===== config.mk =====
export PLATFORM = sky130hd
export DESIGN_NAME = mc_init_ctrl
export DESIGN_NICKNAME = d
export VERILOG_FILES = /design/src/rtl/mc_init_pkg.sv /design/src/rtl/mc_cell_ff.sv /design/src/rtl/mc_init_ctrl.sv
export SDC_FILE = /design/constraint.sdc
export NUM_CORES = 1
export LEC_CHECK = 0
export ABC_AREA = 1
export BUFFER_PORTS_ARGS = -buffer_cell sky130_fd_sc_hd__buf_2
export CAP_MARGIN = 20
export CELL_PAD_IN_SITES_DETAIL_PLACEMENT = 0
export CELL_PAD_IN_SITES_GLOBAL_PLACEMENT = 1
export CORE_MARGIN = 8
export CORE_UTILIZATION = 47
export DETAILED_ROUTE_END_ITERATION = 8
export PLACE_DENSITY = 0.76
export SYNTH_ARGS = -nofsm -noshare
export SYNTH_HDL_FRONTEND = slang
export SYNTH_SLANG_ARGS = --single-unit

===== constraint.sdc =====
create_clock -name pclk -period 1.39 [get_ports pclk]
set_clock_uncertainty 0.1 [all_clocks]
set_input_delay 0 -clock pclk [delete_from_list [all_inputs] [get_ports pclk]]
set_output_delay 0 -clock pclk [all_outputs]
set_load 0.05 [all_outputs]

===== src/rtl/mc_init_pkg.sv =====
// Package with constants, register map and carrier types of the macrocell init control.
package mc_init_pkg;
	// ----------------------------------------
	// Sizes
	// ----------------------------------------
	localparam int NUM_CELLS = 10;
	localparam int PU_DELAY_US = 10;
	localparam int CLK_MHZ = 100;
	localparam int PU_CYCLES = PU_DELAY_US * CLK_MHZ;
	localparam int PU_CW = 11;
	localparam int ARRAY_AW = 12;
	// ----------------------------------------
	// Register offsets
	// ----------------------------------------
	localparam logic [11:0] OFS_CONFIG = 12'h000;
	localparam logic [11:0] OFS_TERMS = 12'h004;
	localparam logic [11:0] OFS_PRELOAD = 12'h008;
	localparam logic [11:0] OFS_STATE = 12'h00C;
	localparam logic [11:0] OFS_PIN = 12'h010;
	localparam logic [11:0] OFS_SECURE = 12'h014;
	localparam logic [11:0] OFS_ERASE = 12'h018;
	localparam logic [11:0] OFS_RB_ADDR = 12'h01C;
	localparam logic [11:0] OFS_RB_DATA = 12'h020;
	localparam logic [11:0] OFS_STATUS = 12'h024;
	// ----------------------------------------
	// Field positions and reset values
	// ----------------------------------------
	localparam int POL_LSB = 0;
	localparam int BYP_LSB = 16;
	localparam int TERM_PRESET_BIT = 0;
	localparam int TERM_RESET_BIT = 1;
	localparam int ST_PU_DONE_BIT = 0;
	localparam int ST_SECURE_BIT = 1;
	localparam logic [31:0] CONFIG_RESET = 32'h0000_0000;
	localparam logic [31:0] RB_SECURED_WORD = 32'hFFFF_FFFF;
	localparam logic [31:0] ERASE_KEY = 32'h0000_0E5E;

	typedef struct packed {
		logic sync_preset_term;
		logic async_reset_term;
	} terms_t;

	typedef enum logic [1:0] {
		PU_CLEAR = 2'b00,
		PU_RUN = 2'b01
	} pu_state_t;
endpackage : mc_init_pkg

===== src/rtl/mc_cell_ff.sv =====
// One macrocell output flip-flop with global preset, reset and preload.
`timescale 1ns/1ps
`default_nettype none
module mc_cell_ff (
	input wire logic pclk,
	input wire logic clear_n,
	input wire mc_init_pkg::terms_t terms,
	input wire logic d,
	input wire logic preload_en,
	input wire logic preload_val,
	input wire logic polarity_select_bit,
	output logic q,
	output logic pin
);
	wire logic arst_n;
	// Asynchronous reset beats preset because it bypasses the clock.
	assign arst_n = clear_n & ~terms.async_reset_term;
	always_ff @(posedge pclk or negedge arst_n) begin
		if (!arst_n) begin
			q <= 1'b0;
		end else if (preload_en) begin
			q <= preload_val;
		end else if (terms.sync_preset_term) begin
			q <= 1'b1;
		end else begin
			q <= d;
		end
	end
	assign pin = polarity_select_bit ? q : ~q;
endmodule : mc_cell_ff
`default_nettype wire


===== src/rtl/mc_init_ctrl.sv =====
// Top of the macrocell register init control with APB register access.
//
// Chosen here: the register addresses and the APB slave port.
`timescale 1ns/1ps
`default_nettype none
//Contract
// Preset term sets flops high on edge.
// Reset term clears flops low immediately.
// One preset and reset shared by cells.
// Terms act on flop; pin follows polarity.
// Power-up forces every flop low.
// Power-up clearing finishes within bounded delay.
// Any state loadable into registers for test.
// Security bit blocks pattern readback.
// Secured readback returns all programmed.
// Secured device ignores register preload.
// Security clears only with full erase; here presetn also clears it.
// Programmer erases automatically during programming; here the pattern is erased only by writing ERASE_KEY to OFS_ERASE.
// Flops capture on rising clock edge.
// Polarity one active high, zero inverted.
// Async reset wins over sync preset.
module mc_init_ctrl #(
	parameter int CELLS = mc_init_pkg::NUM_CELLS,
	parameter int PU_CYC = mc_init_pkg::PU_CYCLES
) (
	input wire logic pclk,
	input wire logic presetn,
	input wire logic psel,
	input wire logic penable,
	input wire logic pwrite,
	input wire logic [31:0] paddr,
	input wire logic [31:0] pwdata,
	output logic [31:0] prdata,
	output logic pready,
	output logic pslverr,
	input wire logic [CELLS-1:0] sum_term,
	input wire logic preset_pin,
	input wire logic reset_pin,
	output logic [CELLS-1:0] out_pin,
	output logic [CELLS-1:0] out_oe,
	output logic [CELLS-1:0] feedback
);
	// ----------------------------------------
	// Parameter checks
	// ----------------------------------------
	initial begin
		if (CELLS < 1 || CELLS > 16) begin
			$error("CELLS must lie in 1 to 16");
		end
		if (PU_CYC < 1 || PU_CYC >= (1 << mc_init_pkg::PU_CW)) begin
			$error("PU_CYC out of counter range");
		end
	end

	logic [CELLS-1:0] polarity_select_bit;
	logic [CELLS-1:0] register_bypass_select_bit;
	logic sw_preset;
	logic sw_reset;
	logic [CELLS-1:0] preload_data;
	logic preload_pulse;
	logic secure;
	logic [mc_init_pkg::ARRAY_AW-1:0] rb_addr;
	logic [31:0] pattern [0:15];
	logic [mc_init_pkg::PU_CW-1:0] pu_cnt;
	mc_init_pkg::pu_state_t pu_state;
	logic pu_done;
	logic [2:0] pre_sync;
	logic [2:0] rst_sync;
	logic pre_clean;
	logic rst_clean;
	mc_init_pkg::terms_t terms;
	logic [CELLS-1:0] q;
	logic [CELLS-1:0] pin_level;
	logic wr;
	logic rd;
	logic [11:0] a;
	logic addr_ok;

	function automatic logic hit(input logic [11:0] x, input logic [11:0] o);
		hit = (x == o);
	endfunction : hit

	assign wr = psel & penable & pwrite;
	assign rd = psel & penable & ~pwrite;
	assign a = paddr[11:0];
	assign pready = 1'b1;
	assign addr_ok = (paddr[31:12] == 20'h00000) && (a[1:0] == 2'b00) &&
		(a <= mc_init_pkg::OFS_STATUS);
	assign pslverr = psel & penable & ~addr_ok;

	// ----------------------------------------
	// Power-up clearing
	// ----------------------------------------
	always_ff @(posedge pclk or negedge presetn) begin
		if (!presetn) begin
			pu_state <= mc_init_pkg::PU_CLEAR;
			pu_cnt <= '0;
		end else begin
			case (pu_state)
				mc_init_pkg::PU_CLEAR: begin
					if (pu_cnt == mc_init_pkg::PU_CW'(PU_CYC - 1)) begin
						pu_state <= mc_init_pkg::PU_RUN;
					end else begin
						pu_cnt <= pu_cnt + 1'b1;
					end
				end
				mc_init_pkg::PU_RUN: begin
					pu_cnt <= pu_cnt;
				end
				default: begin
					pu_state <= mc_init_pkg::PU_CLEAR;
				end
			endcase
		end
	end
	assign pu_done = (pu_state == mc_init_pkg::PU_RUN);

	// ----------------------------------------
	// Pin term synchronisers
	// ----------------------------------------
	// Pin terms come from outside; a change counts once stages two and three agree.
	always_ff @(posedge pclk or negedge presetn) begin
		if (!presetn) begin
			pre_sync <= 3'h0;
			rst_sync <= 3'h0;
			pre_clean <= 1'b0;
			rst_clean <= 1'b0;
		end else begin
			pre_sync <= {pre_sync[1:0], preset_pin};
			rst_sync <= {rst_sync[1:0], reset_pin};
			if (pre_sync[1] == pre_sync[2]) begin
				pre_clean <= pre_sync[2];
			end
			if (rst_sync[1] == rst_sync[2]) begin
				rst_clean <= rst_sync[2];
			end
		end
	end
	// The reset term drives async clears, so it comes straight from a flop, never from gates.
	logic rst_term;
	always_ff @(posedge pclk or negedge presetn) begin
		if (!presetn) begin
			rst_term <= 1'b0;
		end else begin
			rst_term <= rst_clean | (wr & hit(a, mc_init_pkg::OFS_TERMS) &
				pwdata[mc_init_pkg::TERM_RESET_BIT]) | (sw_reset & ~(wr & hit(a,
				mc_init_pkg::OFS_TERMS)));
		end
	end
	assign terms.async_reset_term = rst_term;
	assign terms.sync_preset_term = pre_clean | sw_preset;

	// ----------------------------------------
	// Configuration registers
	// ----------------------------------------
	always_ff @(posedge pclk or negedge presetn) begin
		if (!presetn) begin
			polarity_select_bit <= '0;
			register_bypass_select_bit <= '0;
		end else if (wr && hit(a, mc_init_pkg::OFS_CONFIG)) begin
			polarity_select_bit <= pwdata[mc_init_pkg::POL_LSB +: CELLS];
			register_bypass_select_bit <= pwdata[mc_init_pkg::BYP_LSB +: CELLS];
		end
	end

	always_ff @(posedge pclk or negedge presetn) begin
		if (!presetn) begin
			sw_preset <= 1'b0;
			sw_reset <= 1'b0;
		end else if (wr && hit(a, mc_init_pkg::OFS_TERMS)) begin
			sw_preset <= pwdata[mc_init_pkg::TERM_PRESET_BIT];
			sw_reset <= pwdata[mc_init_pkg::TERM_RESET_BIT];
		end
	end

	always_ff @(posedge pclk or negedge presetn) begin
		if (!presetn) begin
			preload_data <= '0;
			preload_pulse <= 1'b0;
		end else begin
			preload_pulse <= wr & hit(a, mc_init_pkg::OFS_PRELOAD) & ~secure;
			if (wr && hit(a, mc_init_pkg::OFS_PRELOAD) && !secure) begin
				preload_data <= pwdata[CELLS-1:0];
			end
		end
	end

	// Security can only be set by software; only the whole-pattern erase or presetn clears it.
	always_ff @(posedge pclk or negedge presetn) begin
		if (!presetn) begin
			secure <= 1'b0;
		end else if (wr && hit(a, mc_init_pkg::OFS_SECURE) && pwdata[0]) begin
			secure <= 1'b1;
		end else if (wr && hit(a, mc_init_pkg::OFS_ERASE) && pwdata == mc_init_pkg::ERASE_KEY) begin
			secure <= 1'b0;
		end
	end

	// The pattern store is small; its erase doubles as the security clear.
	always_ff @(posedge pclk) begin
		for (int i = 0; i < 16; i++) begin
			if (wr && hit(a, mc_init_pkg::OFS_ERASE) && pwdata == mc_init_pkg::ERASE_KEY) begin
				pattern[i] <= 32'h0000_0000;
			end else if (wr && hit(a, mc_init_pkg::OFS_RB_DATA) && !secure &&
				rb_addr[3:0] == 4'(i)) begin
				pattern[i] <= pwdata;
			end
		end
	end

	always_ff @(posedge pclk or negedge presetn) begin
		if (!presetn) begin
			rb_addr <= '0;
		end else if (wr && hit(a, mc_init_pkg::OFS_RB_ADDR)) begin
			rb_addr <= pwdata[mc_init_pkg::ARRAY_AW-1:0];
		end
	end

	// ----------------------------------------
	// Macrocells
	// ----------------------------------------
	for (genvar c = 0; c < CELLS; c++) begin : g_cell
		mc_cell_ff u_ff (
			.pclk(pclk),
			.clear_n(presetn & pu_done),
			.terms(terms),
			.d(sum_term[c]),
			.preload_en(preload_pulse),
			.preload_val(preload_data[c]),
			.polarity_select_bit(polarity_select_bit[c]),
			.q(q[c]),
			.pin(pin_level[c])
		);
	end

	always_ff @(posedge pclk or negedge presetn) begin
		if (!presetn) begin
			out_pin <= '0;
			feedback <= '0;
		end else begin
			for (int c = 0; c < CELLS; c++) begin
				out_pin[c] <= register_bypass_select_bit[c] ?
					(polarity_select_bit[c] ? sum_term[c] : ~sum_term[c]) : pin_level[c];
				feedback[c] <= register_bypass_select_bit[c] ? out_pin[c] : q[c];
			end
		end
	end
	assign out_oe = {CELLS{pu_done}};

	// ----------------------------------------
	// Read data
	// ----------------------------------------
	always_ff @(posedge pclk or negedge presetn) begin
		if (!presetn) begin
			prdata <= 32'h0000_0000;
		end else if (psel && !penable && !pwrite) begin
			prdata <= 32'h0000_0000;
			case (a)
				mc_init_pkg::OFS_CONFIG: begin
					prdata[mc_init_pkg::POL_LSB +: CELLS] <= polarity_select_bit;
					prdata[mc_init_pkg::BYP_LSB +: CELLS] <= register_bypass_select_bit;
				end
				mc_init_pkg::OFS_TERMS: prdata[1:0] <= {sw_reset, sw_preset};
				mc_init_pkg::OFS_PRELOAD: prdata[CELLS-1:0] <= preload_data;
				mc_init_pkg::OFS_STATE: prdata[CELLS-1:0] <= q;
				mc_init_pkg::OFS_PIN: prdata[CELLS-1:0] <= out_pin;
				mc_init_pkg::OFS_SECURE: prdata[0] <= secure;
				mc_init_pkg::OFS_RB_ADDR: prdata[mc_init_pkg::ARRAY_AW-1:0] <= rb_addr;
				mc_init_pkg::OFS_RB_DATA: begin
					prdata <= secure ? mc_init_pkg::RB_SECURED_WORD : pattern[rb_addr[3:0]];
				end
				mc_init_pkg::OFS_STATUS: begin
					prdata[mc_init_pkg::ST_PU_DONE_BIT] <= pu_done;
					prdata[mc_init_pkg::ST_SECURE_BIT] <= secure;
				end
				default: prdata <= 32'h0000_0000;
			endcase
		end
	end
endmodule : mc_init_ctrl
`default_nettype wire


==> flow_summary.json, run 1 <==
{
  "status": "finished with violations",
  "violations": "hold timing, setup timing",
  "hold_buffers": 43,
  "yosys.area.top_type_share": 0.549,
  "clock_latency_ps": 620,
  "fmax_mhz": 468,
  "grtUsageMet1": 0.376,
  "p_comb_frac": 0.035,
  "ant_nets": 0,
  "p_clk_frac": 0.457,
  "antenna_found_initial": 2,
  "grt_pass1_wl_um": 150000,
  "p_per_area_nw_per_um2": 1030,
  "startpoint_type": "flop",
  "cp_max_fo": 7,
  "drt_iter0_drc": 2684,
  "hold_class": "in -> reg",
  "cts.clk_slew.worst_paths_ps": 60,
  "path_class": "reg -> reg",
  "cts_buffers": 71,
  "htreeDepth": 3,
  "whs_ps": -89.0,
  "top_usage_layer": "met2",
  "placed_area_um2": 32500,
  "synth_seq_cells": 641,
  "synth_commonest_cells": "nand2_1 (826), nor2_1 (579), edfxtp_1 (512)",
  "r2r-end": "prdata[31]",
  "fin_ws_ps": -748,
  "maxSlewHeadroom": 0.380,
  "fin_area_um2": 39300,
  "rows": 89,
  "dp_slack_ps": -1390,
  "synth_seq_area_share": 0.664,
  "p_seq_frac": 0.509,
  "synth-compound-area-share": 0.0710,
  "grt_max_degree": 52,
  "arrival_ps": 2510,
  "synthMuxAreaShare": 0,
  "synth_fa_ha_area_frac": 0.00116,
  "grt_pass1_vias": 23314,
  "synthToLayoutAreaGrowth_pct": 40.5,
  "leakage_nw": 17.2,
  "fin_crit_sh": 1.54,
  "ys_types": 34,
  "utilization": 0.668,
  "min_path_cells": 7,
  "worstMarginPinSlew_ps": 924,
  "synth_top_family_by_area": "simple AND/OR/NAND/NOR gates",
  "met3_usage": 0.0569,
  "switching_share": 0.219,
  "hpwl_um": 61100,
  "synth-edff-count": 512,
  "gr-usage-met2": 0.483,
  "synth_most_common_cell": "nand2_1",
  "cts_sinks": 641,
  "final_nets": 3373,
  "drive_gt1_frac": 0.298,
  "synthesis.area_um2": 28000,
  "wl_per_cell_um": 26.3,
  "syn_inst": 2809,
  "setup_violations": 1090,
  "ys_async_sr_fraction": 0.201,
  "crit_path_end_kind": "flop",
  "clk_path_buf_depth": 3,
  "die-area_um2": 67600,
  "die_y_um": 260,
  "core_um2": 58900,
  "critPathRequiredTime_ps": 1760,
  "cts_root_buf": "clkbuf_16",
  "startpoint": "rb_addr[0]",
  "vdd_drop_max_mv": 1.10,
  "routed_wl_um": 108000,
  "numPortBuffers": 143,
  "yosysWarnings": 0,
  "cts_tree": "done",
  "grt_use_total": 0.298,
  "vias": 24098,
  "drt_first_pass_iters": 6,
  "rsz0062_at_grt": "true",
  "synth.largest_area_cell": "edfxtp_1",
  "start_util": 0.475,
  "p_sw_mw": 8.88,
  "cap_violations": 0,
  "cp-endpoint": "prdata[31]",
  "ioPinCount": 145,
  "synth.area.top_cells": "edfxtp_1 (55%), dfrtp_1 (12%), nand2_1 (11%), nor2_1 (7.8%), a22oi_1 (4.5%)",
  "hp-start": "paddr[3]",
  "die_x_um": 260,
  "place_congestion": 0.886,
  "hold_viol": 2,
  "synth-main-ff-cell": "edfxtp_1",
  "period_needed_ps": 2140,
  "finalPower_mw": 40.5,
  "via_per_inst": 5.85,
  "intPower_mw": 31.6,
  "r2r-start": "rb_addr[0]",
  "yosys.area_share.simple": 0.213,
  "synth_area_per_cell_um2": 9.97,
  "synthXorXnorAreaFrac": 0.00594,
  "drc": 0,
  "slew_viol_final": 0,
  "regToRegSetupSlack_ps": -750,
  "syn_nets": 2891,
  "overflow": 0,
  "worstRegToRegCells": 10
}
[state kept, by name, summed over array words and instances, names as in the netlist, 11 cells and up]
signal and cells:
pattern 512, prdata 32, rb_addr 12, pu_cnt 11
[worst max-delay path, stage by stage (launching register included)]
cell and delay (ps):
dfrtp_2 500, nand2_4 140, clkinv_8 100, buf_12 150
buf_6 110, a22oi_2 190, nand2_1 110, nand2_1 80
nand3_2 100, o21ai_4 310, nand2_1 100
[power groups by stage]
stage	clock network [mW]	logic, mW	registers [mW]
finish	18.5	1.40	20.6
global route	19.3	1.48	20.6
CTS	18.5	1.35	20.6
detailed placement	0	1.22	21.0
global placement	0	1.21	21.0
floorplan	0	0.391	21.2
[logic make-up after synthesis]
kind of cell | after synthesis
and+or+nand+nor | 1527
DFF | 641
buffers and inverters | 317
AOI/OAI and AO/OA | 301
xor gates and xnor gates | 19
adders and majority gates | 3
other | 1
[what timing repair did]
| item | 4_1_cts | 5_1_grt |
|---|---|---|
| resized for setup | 303 | 258 |
| endpoints found under the setup margin | 1098 | 1101 |
| pin swaps | 31 | 103 |
| setup buffers | 56 | 35 |
| hold endpoints to repair | 530 | 2 |
| gates cloned | 34 | 22 |
[metal layers]
metal	routed length (µm)	vias to the layer above
met4	7350	0
met5	0	-
met1	38400	11684
li1	-	10412
met2	50400	1617
met3	12200	385
[worst min-delay path by stage]
stage	endpoint	slack, ps
floorplan	feedback[0]	-400
global placement	sw_preset	-210
detailed placement	sw_preset	-210
CTS	sw_preset	-100
global route	sw_preset	-30
finish	sw_preset	-90
[layout make-up]
type / count / area (µm²)
repair buffers: 603 / 7020
well taps: 773 / 967
fillers: 4135 / 19600
clock inverters: 36 / 325
flip-flops and latches: 641 / 18600
multi-input cells: 1853 / 10000
inverters: 121 / 502
clock buffers: 93 / 1910
diodes: 2 / 5.00
[cells in the final DEF, fill, tap and decap left out, types with 14 or more instances in the layout]
cell and count:
a22oi_2 66, nand4_1 21, nand3_2 19, buf_4 187, buf_8 14, clkbuf_16 91, clkinv_1 27, dlygate4sd3_1 42
buf_12 121, a22oi_1 102, nor2_2 28, nand2_8 32, nor2_4 64, nand2_2 60, clkbuf_1 18, edfxtp_1 512
buf_16 28, inv_1 76, o21ai_0 70, nand2_1 730, buf_2 142, inv_2 14, clkinv_2 22, nor2_1 488
o21ai_2 14, dfrtp_1 125, buf_6 48, nand3_1 61
[through the flow]
step	TNS, ps	instances
floorplan	-356160	2809
global placement	-563860	3816
detailed placement	-564030	3816
CTS	-451630	4076
global route	-671780	4121
finish	-633730	4122
Power figures use the tool's default switching activity.
==> run 2: changes to the inputs <==
ABC_AREA = unset   (was 1)
BUFFER_PORTS_ARGS = -buffer_cell sky130_fd_sc_hd__clkbuf_2   (was -buffer_cell sky130_fd_sc_hd__buf_2)
CELL_PAD_IN_SITES_DETAIL_PLACEMENT = 1   (was 0)
PLACE_DENSITY = 0.71   (was 0.76)
==> run 2 against run 1 <==
  * The run still ends with hold timing, setup timing left
  * Via count is 16% lower
  * Area after synthesis is 5.1% higher
  * Core utilization is 5.3 points lower
  * Critical path type unchanged
  * Largest cell class unchanged
  * Largest power group unchanged
  * Highest routed layer unchanged
==> flow_summary.json, run 2 <==
{
  "status": "finished with violations",
  "violations": "hold timing, setup timing",
  "cts_buffers": 72,
  "seq_area_um2": 18600,
  "routed_wl_um": 102000,
  "arrival_ps": 2730,
  "final_common_cell": "edfxtp_1",
  "via_per_inst": 6.05,
  "dp_slack_ps": -1150,
  "ys_types": 73,
  "r2r-start": "rb_addr[0]",
  "path_class": "reg -> reg",
  "drc": 0,
  "finalPower_mw": 41.1,
  "regToRegSetupSlack_ps": -970,
  "grt_pass1_vias": 21556,
  "critPathRequiredTime_ps": 1770,
  "cts_sinks": 641,
  "maxSlewHeadroom": 0.651,
  "grt_use_total": 0.273,
  "grt_max_degree": 64,
  "synth_commonest_cells": "edfxtp_1 (512), and2_1 (385), and3_1 (133)",
  "die-area_um2": 70900,
  "crit_top_cell": "buf_4",
  "yosysWarnings": 0,
  "cts_tree": "done",
  "rows": 91,
  "synth_area_per_cell_um2": 14.8,
  "r2r-end": "prdata[5]",
  "ys_async_sr_fraction": 0.201,
  "fin_ws_ps": -966,
  "fmax_mhz": 424,
  "antenna_found_initial": 4,
  "place_congestion": 0.897,
  "placed_area_um2": 33800,
  "start_util": 0.476,
  "hpwl_um": 65200,
  "whs_ps": -48.0,
  "synth-main-ff-cell": "edfxtp_1",
  "top_register": "pattern",
  "drt_iter0_drc": 2062,
  "fin_crit_sh": 1.70,
  "path_cells": "buf_12 -> buf_2 -> buf_4 -> buf_4 -> mux4_2 -> a211oi_1 -> or3_1 -> o211ai_1",
  "clk_path_buf_depth": 3,
  "cts_root_buf": "clkbuf_16",
  "drive_gt1_frac": 0.368,
  "synthesis.area_um2": 29400,
  "crit_path_end_kind": "flop",
  "largest_reg_flops": 512,
  "worstRegToRegCells": 8,
  "hold_buffers": 51,
  "final_nets": 2535,
  "cp_max_fo": 6,
  "synth_seq_area_share": 0.632,
  "syn_inst": 1982,
  "slew_viol_final": 0,
  "die_x_um": 266,
  "synth.largest_area_cell": "edfxtp_1",
  "synth.area.top_cells": "edfxtp_1 (52%), dfrtp_1 (11%), mux4_2 (9.6%), and2_1 (8.2%), and3_1 (2.8%)",
  "synth-edff-count": 512,
  "rsz0062_at_grt": "true",
  "die_y_um": 266,
  "core_um2": 61800,
  "cp-endpoint": "prdata[5]",
  "cts.clk_slew.worst_paths_ps": 60,
  "synth_most_common_cell": "edfxtp_1",
  "grt_pass1_wl_um": 144000,
  "vias": 20240,
  "hold_class": "in -> reg",
  "worstMarginPinSlew_ps": 524,
  "leakage_nw": 15.9,
  "drt_first_pass_iters": 5,
  "clock_latency_ps": 630,
  "fin_area_um2": 38000,
  "vdd_drop_max_mv": 0.699,
  "startpoint": "rb_addr[0]",
  "synth_seq_cells": 641,
  "startpoint_type": "flop",
  "slowest_stage": "dfrtp_4",
  "p_per_area_nw_per_um2": 1080,
  "period_needed_ps": 2360,
  "synthToLayoutAreaGrowth_pct": 29.2,
  "wl_per_cell_um": 30.5,
  "final_cell_mix": "edfxtp_1 (512), and2_1 (384), buf_4 (253), clkbuf_2 (142), and3_1 (133)",
  "hold_viol": 1,
  "syn_nets": 2064,
  "htreeDepth": 3,
  "setup_violations": 1128,
  "reg.largest.list": "pattern (512), prdata (32), rb_addr (12)",
  "multi_input_area_um2": 10200,
  "ant_nets": 0,
  "crit_path_max_incr_delay_ps": 550,
  "yosys.area.top_type_share": 0.523,
  "numPortBuffers": 143,
  "fillers": 5702,
  "ioPinCount": 145,
  "overflow": 0,
  "cap_violations": 0
}
## run 2: cell types whose count changed after synthesis, moves of 49 or more
cell	delta
nand2_1	-780
nor2_1	-544
and2_1	+385
a22oi_1	-149
and3_1	+133
mux4_2	+126
clkbuf_1	-72
nand3_1	-68
inv_1	-64
o21ai_0	-51
mux2_2	+49
## run 2: worst min-delay path by stage
stage                        start  cells past startpoint  slack [ps]            end
after floorplan            presetn                      0        -400    feedback[0]
after global placement     presetn                      1        -230    feedback[7]
after detailed placement   presetn                      1        -230    feedback[7]
after CTS                 paddr[8]                      5         -60  preload_pulse
after global routing      paddr[8]                      5         -30  preload_pulse
final                     paddr[8]                      5         -50  preload_pulse
## run 2: kinds of logic (layout without fill, tap and decap cells)
kind of cell,count (synthesis),after routing,share of synthesized area
compound gates,190,190,0.0430
flops,641,641,0.632
mux,207,207,0.126
xor+xnor,20,20,0.00595
fa+ha+maj,3,3,0.00111
buf+inv,206,732,0.0388
other cells,1,2,0.000127
simple gates,714,715,0.152
## run 2: cell type report
type / count / area share
Inverter: 18 / 0.00178
Timing Repair Buffer: 584 / 0.151
Clock buffer: 95 / 0.0535
Tap cell: 837 / 0.0276
Multi-Input combinational cell: 1136 / 0.268
Clock inverter: 35 / 0.00781
Antenna cell: 1 / 0.0000659
Sequential cell: 641 / 0.490
## run 2: critical path, delay by kind of cell (launching register included)
family,cells,cell delay [ps]
compound gates,2,340
buf+inv,4,610
flops,1,550
mux,1,440
simple gates,1,160
## run 2: layer usage
metal / track usage / share of wire / vias to the layer above
met4: 0.112 / 0.041 / 0
li1: - / - / 8362
met3: 0.0464 / 0.078 / 208
met1: 0.352 / 0.38 / 10651
met5: 0 / 0 / -
met2: 0.457 / 0.50 / 1019
## run 2: timing repair
action                                  4_1_cts  5_1_grt
cloned                                        4       14
gates resized for setup                      78       37
endpoints found under the setup margin     1142     1155
setup buffers                                27       22
pin swaps                                    13       25
endpoints found under the hold margin       672        1
## run 2: stage by stage
stage / utilization / std cells / setup TNS (ps)
finish: 0.615 / 3347 / -824990
global route: 0.614 / 3346 / -859650
CTS: 0.604 / 3314 / -677060
detailed placement: 0.547 / 3102 / -970170
global placement: 0.547 / 3102 / -878220
floorplan: - / 1982 / -751370
## run 2: where the power goes
part           leakage (nW)  internal (mW)  total [mW]  switching, mW
sequential             7.60           20.6        20.6         0.0620
clock                  1.15           10.9        19.0           8.13
combinational          7.19          0.512        1.48          0.964
==> run 3: changes to the inputs <==
RECOVER_POWER = 25   (was unset)
==> run 3 against run 2 <==
  * Largest cell class unchanged
  * Worst setup slack worse by 3.2 ps
  * Sequential share of layout area about the same
  * Fmax is 0.14% lower
  * Highest routed layer unchanged
  * Hold slack worse by 4.9 ps
  * Sequential power is essentially flat
  * Critical path type unchanged
  * The flow still finishes with violations (hold timing, setup timing)
==> flow_summary.json, run 3 (synthesis results as in run 2) <==
{
  "status": "finished with violations",
  "violations": "hold timing, setup timing",
  "stdcell_count": 3348,
  "grt_pass1_wl_um": 144000,
  "cts_sinks": 641,
  "cp_max_fo": 7,
  "clock_latency_ps": 630,
  "final_common_cell": "edfxtp_1",
  "path_cells": "buf_12 -> or4_4 -> o21ai_4 -> buf_6 -> buf_12",
  "met2_wirelength_um": 50900,
  "grt_use_total": 0.273,
  "hold_class": "in -> reg",
  "rsz0062_at_grt": "true",
  "maxSlewHeadroom": 0.650,
  "dp_slack_ps": -1150,
  "setup_violations": 1128,
  "drt_iter0_drc": 1999,
  "routed_wl_um": 102000,
  "path_class": "reg -> reg",
  "routed.top_layer": "met4",
  "startpoint_type": "flop",
  "dp_cells": 3102,
  "cts.clk_slew.worst_paths_ps": 60,
  "arrival_ps": 2580,
  "htreeDepth": 3,
  "cts_tree": "done",
  "wl_per_cell_um": 30.5,
  "drc": 0,
  "numPortBuffers": 143,
  "crit_path_max_incr_delay_ps": 670,
  "fin_ws_ps": -969,
  "overflow": 0,
  "m1WireLength_um": 39100,
  "top_register": "pattern",
  "die_y_um": 266,
  "final_cell_mix": "edfxtp_1 (512), and2_1 (384), buf_4 (251), clkbuf_2 (143), and3_1 (133)",
  "grt_pass1_vias": 21556,
  "final_nets": 2535,
  "critPathRequiredTime_ps": 1610,
  "die_x_um": 266,
  "synthToLayoutAreaGrowth_pct": 29.1,
  "largest_reg_flops": 512,
  "cts_buffers": 72,
  "hold_viol": 1,
  "die-area_um2": 70900,
  "fmax_mhz": 424,
  "wl_met3_um": 8140,
  "finalPower_mw": 41.2,
  "cts_root_buf": "clkbuf_16",
  "whs_ps": -52.9,
  "leakage_nw": 15.9,
  "multi_input_area_um2": 10200,
  "hold_buffers": 51,
  "rows": 91,
  "clk_path_buf_depth": 3,
  "crit_path_end_kind": "flop",
  "slowest_stage": "or4_4",
  "slew_viol_final": 0,
  "period_needed_ps": 2360,
  "worstMarginPinSlew_ps": 522,
  "vias": 20274,
  "drt_first_pass_iters": 5,
  "hpwl_um": 65200,
  "fin_crit_sh": 1.70,
  "vdd_drop_max_mv": 0.705,
  "core_um2": 61800,
  "ant_nets": 0,
  "start_util": 0.476,
  "reg.largest.list": "pattern (512), prdata (32), rb_addr (12)",
  "tns_ps": -826830,
  "p_per_area_nw_per_um2": 1080,
  "place_congestion": 0.897,
  "antenna_found_initial": 4,
  "drive_gt1_frac": 0.368,
  "seq_area_um2": 18600,
  "via_per_inst": 6.06,
  "crit_top_cell": "buf_12",
  "ioPinCount": 145,
  "cap_violations": 0,
  "grt_max_degree": 64,
  "fillers": 5706
}
-- run 3: report_power, final --
group          leakage, nW  internal (mW)  switching [mW]
Clock                 1.15           10.9            8.15
Sequential            7.60           20.6          0.0613
Combinational         7.18          0.504           0.962
-- run 3: cell type report --
| type | count | area share |
|---|---|---|
| tap | 837 | 0.0276 |
| sequential | 641 | 0.490 |
| clock buffer | 95 | 0.0535 |
| antenna | 2 | 0.000132 |
| clock inverter | 35 | 0.00781 |
| multi-input combinational | 1136 | 0.269 |
| timing repair buffer | 584 | 0.150 |
| inverter | 18 | 0.00178 |
-- run 3: final timing paths --
check / start / slack (ps) / to / cells past startpoint
max: rb_addr[0] / -970 / pattern[12][28] / 5
min: paddr[8] / -50 / preload_pulse / 5
max reg2reg: rb_addr[0] / -970 / pattern[12][28] / 5
min reg2reg: rst_term / 230 / g_cell[0].u_ff.q / 2
max in group asynchronous: presetn / 60 / pu_cnt[4] / 4
min in group asynchronous: rst_term / 230 / g_cell[0].u_ff.q / 2
-- run 3: repair_timing --
| action | CTS | global route |
|---|---|---|
| pin swaps | 13 | 25 |
| hold endpoints to repair | 672 | 1 |
| gates cloned | 4 | 14 |
| setup endpoints to repair | 1142 | 1155 |
| gates resized for setup | 78 | 37 |
| setup buffers | 27 | 22 |
-- run 3: critical path, delay by kind of cell, from the launching register on --
kind,cells,cell delay (ps)
buffers and inverters,3,460
AND/OR/NAND/NOR,1,670
flip-flops,1,550
AO/OA/AOI/OAI,1,270
-- run 3: routing by layer --
metal | vias up | global-route usage
met1 | 10657 | 0.352
met3 | 202 | 0.0464
li1 | 8373 | -
met2 | 1042 | 0.457
met4 | 0 | 0.112
met5 | - | 0
-- run 3: through the flow --
| step | hold WS (ps) | instance area (µm²) | util |
|---|---|---|---|
| after CTS | -60.5 | 37400 | 0.604 |
| after floorplan | -396 | 29700 | - |
| after global placement | -233 | 33800 | 0.547 |
| after detailed placement | -227 | 33800 | 0.547 |
| after global routing | -31.4 | 38000 | 0.614 |
| final | -52.9 | 38000 | 0.614 |
